[src/rtl/tlbm_pkg.sv]
package tlbm_pkg;
    // entry array geometry
    localparam int ENTRIES = 8;
    localparam int IDX_W = 3;
    localparam int VA_W = 20;
    localparam int ASID_W = 8;
    // operand fields of the written word
    localparam int VA_LSB = 12;
    localparam int ASID_LSB = 0;
    // minor register field encodings
    localparam logic [3:0] CRM_INNER = 4'h3;
    localparam logic [3:0] CRM_INSN = 4'h5;
    localparam logic [3:0] CRM_DATA = 4'h6;
    localparam logic [3:0] CRM_UNIFIED = 4'h7;
    // operation select encodings
    localparam logic [2:0] OP_ALL = 3'h0;
    localparam logic [2:0] OP_ADDR_ASID = 3'h1;
    localparam logic [2:0] OP_ASID = 3'h2;
    localparam logic [2:0] OP_ADDR_ALL = 3'h3;
    // return link lies one instruction past the command
    localparam logic [31:0] RET_OFS = 32'h0000_0004;
    localparam logic [IDX_W-1:0] IDX_LAST = 3'h7;
    // reset values
    localparam logic [31:0] LINK_RST = 32'h0000_0000;
    localparam logic [ASID_W-1:0] ASID_RST = 8'h00;

    typedef enum logic [2:0] {
        CMD_NONE,
        CMD_ALL,
        CMD_ADDR_ASID,
        CMD_ASID,
        CMD_ADDR_ALL
    } tlbm_cmd_t;
endpackage : tlbm_pkg

[src/rtl/tlbm_sweep.sv]
`timescale 1ns/1ps
module tlbm_sweep
    import tlbm_pkg::*;
(
    input wire logic clk,
    input wire logic rst_n,
    input wire logic ce,
    input wire logic run,
    output logic [tlbm_pkg::IDX_W-1:0] idx,
    output logic last
);
    logic [IDX_W-1:0] idx_r;
    logic [IDX_W-1:0] idx_nxt;

    // step one entry per cycle while running, park at zero otherwise
    assign idx_nxt = run ? idx_r + 3'h1 : 3'h0;
    assign idx = idx_r;
    assign last = run && (idx_r == IDX_LAST);

    always_ff @(posedge clk or negedge rst_n) begin
        if (!rst_n) begin
            idx_r <= 3'h0;
        end else if (ce) begin
            idx_r <= idx_nxt;
        end
    end
endmodule : tlbm_sweep

[src/rtl/tlbm_top.sv]
`timescale 1ns/1ps
module tlbm_top (
    input wire logic CLK_SYS,
    input wire logic RST_N,
    input wire logic CE,
    input wire logic CP_VALID,
    input wire logic CP_READ,
    input wire logic CP_PRIV,
    input wire logic [3:0] CP_MINOR,
    input wire logic [2:0] CP_OPSEL,
    input wire logic [31:0] CP_DATA,
    input wire logic [31:0] CP_PC,
    input wire logic IRQ_REQ,
    input wire logic FILL_VALID,
    input wire logic [tlbm_pkg::IDX_W-1:0] FILL_IDX,
    input wire logic [tlbm_pkg::VA_W-1:0] FILL_VA,
    input wire logic [tlbm_pkg::ASID_W-1:0] FILL_ASID,
    input wire logic FILL_GLOBAL,
    input wire logic FILL_LOCK,
    input wire logic [tlbm_pkg::VA_W-1:0] LOOKUP_VA,
    input wire logic [tlbm_pkg::ASID_W-1:0] LOOKUP_ASID,
    output logic LOOKUP_HIT,
    output logic STALL,
    output logic DONE,
    output logic UNDEF,
    output logic ABORT,
    output logic BCAST,
    output logic [31:0] RET_LINK
);
    import tlbm_pkg::*;

    typedef enum logic {ST_IDLE, ST_SWEEP} tlbm_state_t;

    tlbm_state_t state_r;
    tlbm_state_t state_nxt;
    logic [ENTRIES-1:0] valid_r;
    logic [ENTRIES-1:0] valid_nxt;
    logic [ENTRIES-1:0] glob_r;
    logic [ENTRIES-1:0] lock_r;
    logic [VA_W-1:0] va_r [ENTRIES];
    logic [ASID_W-1:0] asid_r [ENTRIES];
    logic [ASID_W-1:0] sweep_asid_r;
    logic [31:0] pc_r;
    logic [31:0] link_r;
    logic hit_r, done_r, undef_r, abort_r, bcast_r, stall_r;

    // match vector over all entries; ASID compare optional, globals always qualify
    function automatic logic [ENTRIES-1:0] hit_vec(input logic [VA_W-1:0] va,
                                                   input logic [ASID_W-1:0] asid,
                                                   input logic use_asid);
        logic [ENTRIES-1:0] v;
        v = '0;
        for (int i = 0; i < ENTRIES; i++) begin
            v[i] = valid_r[i] && (va_r[i] == va) && (!use_asid || glob_r[i] || asid_r[i] == asid);
        end
        return v;
    endfunction : hit_vec

    // operand fields and request qualification
    wire logic [VA_W-1:0] op_va = CP_DATA[VA_LSB +: VA_W];
    wire logic [ASID_W-1:0] op_asid = CP_DATA[ASID_LSB +: ASID_W];
    wire logic req = CP_VALID && !stall_r;
    wire logic bad_acc = req && (CP_READ || !CP_PRIV);
    wire logic wr_ok = req && !CP_READ && CP_PRIV;
    wire logic minor_inner = (CP_MINOR == CRM_INNER);
    wire logic minor_local = (CP_MINOR == CRM_INSN) || (CP_MINOR == CRM_DATA) || (CP_MINOR == CRM_UNIFIED);
    wire logic op_known = wr_ok && (minor_inner || minor_local) && (CP_OPSEL <= OP_ADDR_ALL);

    tlbm_cmd_t cmd;
    always_comb begin
        cmd = CMD_NONE;
        if (op_known) begin
            case (CP_OPSEL)
                OP_ALL: cmd = CMD_ALL;
                OP_ADDR_ASID: cmd = CMD_ADDR_ASID;
                OP_ASID: cmd = CMD_ASID;
                OP_ADDR_ALL: cmd = CMD_ADDR_ALL;
                default: cmd = CMD_NONE;
            endcase
        end
    end

    wire logic [IDX_W-1:0] sweep_idx;
    wire logic sweep_last;
    wire logic sweeping = (state_r == ST_SWEEP);
    wire logic irq_abort = sweeping && IRQ_REQ;
    logic [ENTRIES-1:0] addr_asid_hit;
    logic [ENTRIES-1:0] addr_any_hit;
    logic [ENTRIES-1:0] look_hit;

    // match vectors; a process, so entry updates retrigger the compare too
    always_comb begin
        addr_asid_hit = hit_vec(op_va, op_asid, 1'b1);
        addr_any_hit = hit_vec(op_va, op_asid, 1'b0);
        look_hit = hit_vec(LOOKUP_VA, LOOKUP_ASID, 1'b1);
    end
    wire logic fill_ok = FILL_VALID && !stall_r && !CP_VALID;

    tlbm_sweep u_sweep (
        .clk(CLK_SYS),
        .rst_n(RST_N),
        .ce(CE),
        .run(sweeping && !IRQ_REQ),
        .idx(sweep_idx),
        .last(sweep_last)
    );

    // valid bits after this cycle's command
    always_comb begin
        valid_nxt = valid_r;
        case (cmd)
            CMD_ALL: valid_nxt = valid_r & lock_r;
            CMD_ADDR_ASID: valid_nxt = valid_r & ~addr_asid_hit;
            CMD_ADDR_ALL: valid_nxt = valid_r & ~addr_any_hit;
            default: valid_nxt = valid_r;
        endcase
        if (sweeping && !IRQ_REQ && !glob_r[sweep_idx] && asid_r[sweep_idx] == sweep_asid_r) begin
            valid_nxt[sweep_idx] = 1'b0;
        end
        if (fill_ok) begin
            valid_nxt[FILL_IDX] = 1'b1;
        end
    end

    // sequencer next state
    always_comb begin
        state_nxt = state_r;
        case (state_r)
            ST_IDLE: state_nxt = (cmd == CMD_ASID) ? ST_SWEEP : ST_IDLE;
            ST_SWEEP: state_nxt = (IRQ_REQ || sweep_last) ? ST_IDLE : ST_SWEEP;
            default: state_nxt = ST_IDLE;
        endcase
    end

    // entry valid bits and sequencer
    always_ff @(posedge CLK_SYS or negedge RST_N) begin
        if (!RST_N) begin
            valid_r <= '0;
            state_r <= ST_IDLE;
        end else if (CE) begin
            valid_r <= valid_nxt;
            state_r <= state_nxt;
        end
    end

    // entry payload, written by fills
    always_ff @(posedge CLK_SYS or negedge RST_N) begin
        if (!RST_N) begin
            glob_r <= '0;
            lock_r <= '0;
            for (int i = 0; i < ENTRIES; i++) begin
                va_r[i] <= '0;
                asid_r[i] <= ASID_RST;
            end
        end else if (CE && fill_ok) begin
            glob_r[FILL_IDX] <= FILL_GLOBAL;
            lock_r[FILL_IDX] <= FILL_LOCK;
            va_r[FILL_IDX] <= FILL_VA;
            asid_r[FILL_IDX] <= FILL_ASID;
        end
    end

    // sweep operands captured with the command
    always_ff @(posedge CLK_SYS or negedge RST_N) begin
        if (!RST_N) begin
            sweep_asid_r <= ASID_RST;
            pc_r <= LINK_RST;
        end else if (CE && cmd == CMD_ASID) begin
            sweep_asid_r <= op_asid;
            pc_r <= CP_PC;
        end
    end

    always_ff @(posedge CLK_SYS or negedge RST_N) begin
        if (!RST_N) begin
            stall_r <= 1'b0;
        end else if (CE) begin
            stall_r <= (state_nxt == ST_SWEEP);
        end
    end

    always_ff @(posedge CLK_SYS or negedge RST_N) begin
        if (!RST_N) begin
            link_r <= LINK_RST;
        end else if (CE && irq_abort) begin
            link_r <= pc_r + RET_OFS;
        end
    end

    // answer pulses and lookup result
    always_ff @(posedge CLK_SYS or negedge RST_N) begin
        if (!RST_N) begin
            hit_r <= 1'b0;
            done_r <= 1'b0;
            undef_r <= 1'b0;
            abort_r <= 1'b0;
            bcast_r <= 1'b0;
        end else if (CE) begin
            hit_r <= |look_hit;
            done_r <= (op_known && cmd != CMD_ASID) || (sweep_last && !IRQ_REQ);
            undef_r <= bad_acc;
            abort_r <= irq_abort;
            bcast_r <= op_known && minor_inner;
        end
    end

    assign LOOKUP_HIT = hit_r;
    assign STALL = stall_r;
    assign DONE = done_r;
    assign UNDEF = undef_r;
    assign ABORT = abort_r;
    assign BCAST = bcast_r;
    assign RET_LINK = link_r;

    // helper: length of the current stall
    logic [3:0] stall_cnt_r;
    always_ff @(posedge CLK_SYS or negedge RST_N) begin
        if (!RST_N) begin
            stall_cnt_r <= 4'h0;
        end else if (CE) begin
            stall_cnt_r <= stall_r ? stall_cnt_r + 4'h1 : 4'h0;
        end
    end
endmodule : tlbm_top

[config.mk]
export PLATFORM = sky130hd
export DESIGN_NAME = tlbm_top
export DESIGN_NICKNAME = d
export VERILOG_FILES = /design/src/rtl/tlbm_pkg.sv /design/src/rtl/tlbm_sweep.sv /design/src/rtl/tlbm_top.sv
export SDC_FILE = /design/constraint.sdc
export NUM_CORES = 1
export LEC_CHECK = 0
export ABC_AREA = 1
export BUFFER_PORTS_ARGS = -buffer_cell sky130_fd_sc_hd__buf_2
export CAP_MARGIN = 15
export CORE_AREA = 3 3 235 352
export CTS_CLUSTER_DIAMETER = 120
export DETAILED_ROUTE_END_ITERATION = 8
export DIE_AREA = 0 0 238 355
export GPL_ROUTABILITY_DRIVEN = 0
export MAX_ROUTING_LAYER = met4
export PLACE_DENSITY_LB_ADDON = 0.08
export RECOVER_POWER = 50
export SYNTH_ARGS = -nofsm -noshare
export SYNTH_HDL_FRONTEND = slang
export SYNTH_HIERARCHICAL = 1
export SYNTH_SLANG_ARGS = --single-unit
[constraint.sdc]
create_clock -name CLK_SYS -period 3.25 [get_ports CLK_SYS]
set_clock_uncertainty 0.05 [all_clocks]
set_input_delay 0.8125 -clock CLK_SYS [delete_from_list [all_inputs] [get_ports CLK_SYS]]
set_output_delay 0.8125 -clock CLK_SYS [all_outputs]
set_load 0.005 [all_outputs]
# == Yosys cells after proc, flatten, opt, wreduce, memory -nomap -nowiden ==
# Cells that the tools add are included.
# totals
reg_bits,329
output_inout_bits,38
input_bits,140
# op_classes
bitwise,11
mux,26
n_eq_ne,46
magnitude_cmp,8
reduce_logical,84
add_sub_neg,2
# ops
op,count
20-bit == test,16
160-bit bitwise mux,1
8-bit == test,17
64-bit bitwise mux,1
20-bit demux with 3-bit select,1
1-bit logical AND,54
8-bit 2-to-1 mux,5
"32-bit by 3-bit adder with 32-bit output, second input constant",1
8-bit bitwise AND,4
8-bit binary-select mux with 3-bit select,1
8-bit demux with 3-bit select,1
8-bit NOT,3
8-bit one-hot mux with 3 select lines,1
1-bit logical OR,22
20-bit 2-to-1 mux,1
8-bit bitwise mux,2
"3-bit by 2-bit == test with 1-bit output, second input constant",4
"4-bit by 3-bit == test with 1-bit output, second input constant",3
3-bit one-hot mux with 4 select lines,1
"4-bit greater-or-equal comparator, second input constant",2
"3-bit by 4-bit less-than comparator with 1-bit output, second input constant",2
3-bit NOT with 4-bit output,2
8-bit bitwise OR,1
8-bit OR reduction,1
other kinds (16),30

# == Depth between registers and ports, before layout ==
# logic_depth
ltp_word,13
ltp_mapped,19
ltp_nobuf,17

# == Hierarchy ==
# The synthesis kept the hierarchy.
# modules_own_cells
mod,instances,cells_each,area_each_um2
tlbm_top,1,2704,19706.4
tlbm_sweep,1,18,152.6

# == Least setup slack after synthesis ==
# OpenSTA, ideal clock, no wires.
# synth_timing
kind,input port to flip-flop
startpoint,input CP_PRIV
endpoint,register valid_r[6]
path_buffers,0
slack_ns,1.082
required_ns,3.074
t_arrival_ns,1.992
cell_stages,13
setup_ns,0.126
path_cell_list,inv_1 nor2_1 nand2_1 nor2_1 nand2_1 nor2_1 inv_1 nand2_1 nand3_1 nand2_1 nand2_1 nand2_1 nand2_1
# synth_via
elab_chain_cells,10
# synth_lines
element,line_no,source
start: declaration,tlbm_top.sv:8,"input wire logic CP_PRIV,"
1-bit logical AND (*),tlbm_top.sv:64,wire logic wr_ok = req && !CP_READ && CP_PRIV;
1-bit logical AND (*) (2 in series),tlbm_top.sv:67,wire logic op_known = wr_ok && (minor_inner || minor_local) && (CP_OPSEL <= OP_ADDR_ALL);
3-bit 2-to-1 mux (*),tlbm_top.sv:72,if (op_known) begin
"3-bit == test, or another cell as far along",tlbm_top.sv:111,case (cmd)
8-bit one-hot mux with 3 select lines (*),tlbm_top.sv:111,
8-bit bitwise AND (no source line),n/a,
8-bit 2-to-1 mux (*),tlbm_top.sv:117,if (sweeping && !IRQ_REQ && !glob_r[sweep_idx] && asid_r[sweep_idx] == sweep_asid_r) begin
8-bit bitwise OR (no source line),n/a,
8-bit 2-to-1 mux (*),tlbm_top.sv:120,if (fill_ok) begin
end signal: assignment,tlbm_top.sv:141,valid_r <= valid_nxt;
end: declaration,tlbm_top.sv:36,logic [ENTRIES-1:0] valid_r;
# Every way passes the cells marked *; elsewhere a longest branch is shown, timed or not.
# A chain may end at the register's enable or synchronous reset.

# == Worst setup path in the final report ==
# layout_timing
startpoint,input CE
endpoint,"register link_r[6], in the netlist RET_LINK[6]"
# layout_via
elab_chain_cells,1
# layout_lines
element,line_no,source
start: declaration,tlbm_top.sv:5,"input wire logic CE,"
1-bit logical AND,tlbm_top.sv:185,end else if (CE && irq_abort) begin
end signal: assignment,tlbm_top.sv:186,link_r <= pc_r + RET_OFS;
end: declaration,tlbm_top.sv:44,logic [31:0] link_r;
# No other way between the ends.

==> impl_results.md <==
- Clk slew on worst S/H paths: 0.06 ns
- Synthesized Nets: 2865
- Min-delay worst type: in -> reg
- Commonest non-fill, non-tap cell in the layout: nand2_1
- Final Slew Violations: 47
- Sequential-to-total area share from yosys stat: 41.5%
- Yosys cell types: 39
- CP Buf/Inv Count: 4
- Post-CTS Setup Inserts: 0
- Worst slew margin: -4.39%
- CP max stage delay: 0.72 ns
- Async set-reset flop share out of synthesis: 100%
- Antenna-violating nets left: 0
- Final wirelength: 93.3 mm
- Hold path startpoint: CP_PC[20]
- Min Tclk post-route: 2.63 ns
- Area growth, synth to finish: 17.0%
- Design area: 0.0232 mm²
- Slew @ Worst Pin: 1.57 ns
- Worst skew pair latency: 0.57 ns
- Setup ws final: 0.624 ns
- Clock sink total: 329
- Die area: 0.0845 mm²
- Proportion of layout cells with a drive suffix above 1: 11.8%
- Filler cells: 8775
- Cts hold-fix bufs: 0
- Area contributors post-synth: dfrtp_1, nand2_1, o21ai_0
- H-tree Lvls: 2
- # setup viols final: 0
- Via count: 18900
- CTS tree: built
- Cells along the critical path: clkbuf_1 -> clkbuf_1 -> nand2_1 -> nor2_1 -> clkinv_1 -> clkbuf_2 -> nand2_1 -> o21ai_0
- Static Leak: 10.8 nW
- Initial DRT Pass Iterations: 6
- Die Wd: 238 µm
- WS Path Type: in -> reg
- Mean Syn Cell Area: 7.30 µm²
- Endpoints failing hold: 0
- FF-to-FF Start: u_sweep/idx[0]$_DFFE_PN0P_
- Placement Setup Slack: 0.409 ns
- Synth Cell Area: 0.0199 mm²
- Yosys Warn Count: 6
- Die Ht: 355 µm
- Initial DRC count: 1491
- Vias in the first global route: 19100
- Core area: 0.0799 mm²
- Failing checks: max-capacitance violations, max-slew violations
- Via-to-Cell Ratio: 4.84
- Crit-path slowest cell: clkbuf_1
- Combinational power share: 22.6%
- Critical Path RT: 3.62 ns
- Total CTS buffers: 41
- Std-Cell Rows: 127
- Worst Setup SP: CE
- Fin crit share: 80.8%
- Reg power frac: 42.2%
- DP Area: 0.0219 mm²
- Number of enable flip-flop cells after synthesis: 0
- Endpoint type of the worst setup path: register
- CP top delay family: buffers and inverters
- Max clock buf depth: 3
- Pwr dens: 605 mW/mm²
- CP max FO: 46
- Antenna violations before repair: 4
- Mean routed wirelength per cell: 23.8 µm
- RSZ-0062 raised after global routing: false
- Commonest non-fill, non-tap cells in the layout: nand2_1, dfrtp_1, o21ai_0, inv_1, nor2_1
- Post-synth top flop: dfrtp_1
- Nets: 2992
- Mapped Cells: 2722
- Post_cts resized: 0
- Outcome: finished, violations left
- Arrival time at the worst endpoint: 2.99 ns
- GRT overflow: 0
- Fmax: 0.381 GHz
- IO Count: 178
- Net Switching: 5.12 mW
- Starting density of the core: 24.8%
- PortBufs: 173
- First-pass GRT wire length: 135 mm
- Synth area leader: dfrtp_1
- Total of max-cap violations: 1
- Root buf cell: clkbuf_16
- Crit start category: input port
- DP HPWL: 70.4 mm
- FF+latch count, synth: 329
- Peak VDD IR: 0.000399 V
- Final setup TNS: 0 ns
- Largest net degree at the start of global routing: 63
- Top cell type's share of synthesized area: 41.5%
- Int Pwr: 8.93 mW
- Clk pwr share: 35.2%
- Global Route Usage Sum: 22.5%
- Drt drc: 0
- Switching Fraction: 36.4%
-- power groups by stage --
stage | Sequential (mW) | Clock, mW | Combinational (mW)
after global routing | 5.99 | 5.25 | 3.60
after floorplan | 5.42 | 0 | 2.16
final | 5.93 | 4.94 | 3.18
after detailed placement | 5.99 | 0 | 3.20
after CTS | 5.92 | 5.12 | 3.22
after global placement | 5.98 | 0 | 3.18
-- synthesized netlist by cell type, drive strengths merged, types with 47 or more instances --
cell / n
nand2: 934
dfrtp: 329
o21ai: 308
inv: 209
nor2: 184
xnor2: 131
nand3: 110
xor2: 94
clkbuf: 89
nand4: 68
nor3: 53
o22ai: 47
-- logic make-up after synthesis --
group | Yosys count | synth area share (%)
adders and majority gates | 3 | 0.189
buffers and inverters | 347 | 6.94
muxes | 33 | 1.87
xor gates and xnor gates | 225 | 9.92
AOI/OAI and AO/OA | 391 | 10.5
and+or+nand+nor | 1394 | 29.2
DFF | 329 | 41.5
-- through the flow --
step / util [%] / std cells / total power [mW] / hold WS (ns)
global route: 29.1 / 3912 / 14.8 / 0.382
finish: 29.1 / 3912 / 14.1 / 0.413
detailed placement: 27.4 / 3838 / 9.19 / 0.408
CTS: 29.2 / 3911 / 14.3 / 0.103
global placement: 27.4 / 3838 / 9.16 / 0.402
floorplan: - / 2722 / 7.58 / 0.385
-- final timing paths --
path	endpoint	slack, ns	cells past startpoint
worst max-delay path	RET_LINK[6]$_DFFE_PN0P_	0.62	8
worst min-delay path	pc_r[20]$_DFFE_PN0P_	0.41	2
worst max register to register	valid_r[3]$_DFFE_PN0P_	0.64	16
worst min register to register	RET_LINK[0]$_DFFE_PN0P_	0.42	2
max in group asynchronous	va_r[12]$_DFFE_PN0P_	0.78	2
min in group asynchronous	asid_r[13]$_DFFE_PN0P_	0.57	1
-- metal layers --
layer / vias up / part of all wire (%) / global-route usage (%)
li1: 8990 / - / -
met1: 9128 / 38 / 24.5
met2: 621 / 52 / 40.5
met3: 208 / 4.1 / 2.55
met4: 0 / 6.1 / 11.4
met5: - / 0 / -
-- final cells by class --
| cell class | count | area (µm²) | share of cell area [%] |
|---|---|---|---|
| diodes | 1 | 2.50 | 0.0108 |
| repair buffers | 211 | 1210 | 5.22 |
| flip-flops and latches | 329 | 8230 | 35.4 |
| multi-input cells | 2046 | 10300 | 44.1 |
| inverters | 220 | 826 | 3.55 |
| clock buffers | 55 | 1200 | 5.17 |
| clock inverters | 18 | 216 | 0.932 |
| well taps | 1032 | 1290 | 5.56 |
-- state kept, by name, indices dropped and copies added, names as in the netlist --
signal / cells
pc_r: 32
LOOKUP_HIT: 1
valid_r: 8
va_r: 160
sweep_asid_r: 8
RET_LINK: 32
ABORT: 1
UNDEF: 1
asid_r: 64
glob_r: 8
DONE: 1
lock_r: 8
BCAST: 1
u_sweep/idx: 3
state_r: 1
(Power assumes the default switching activity.)
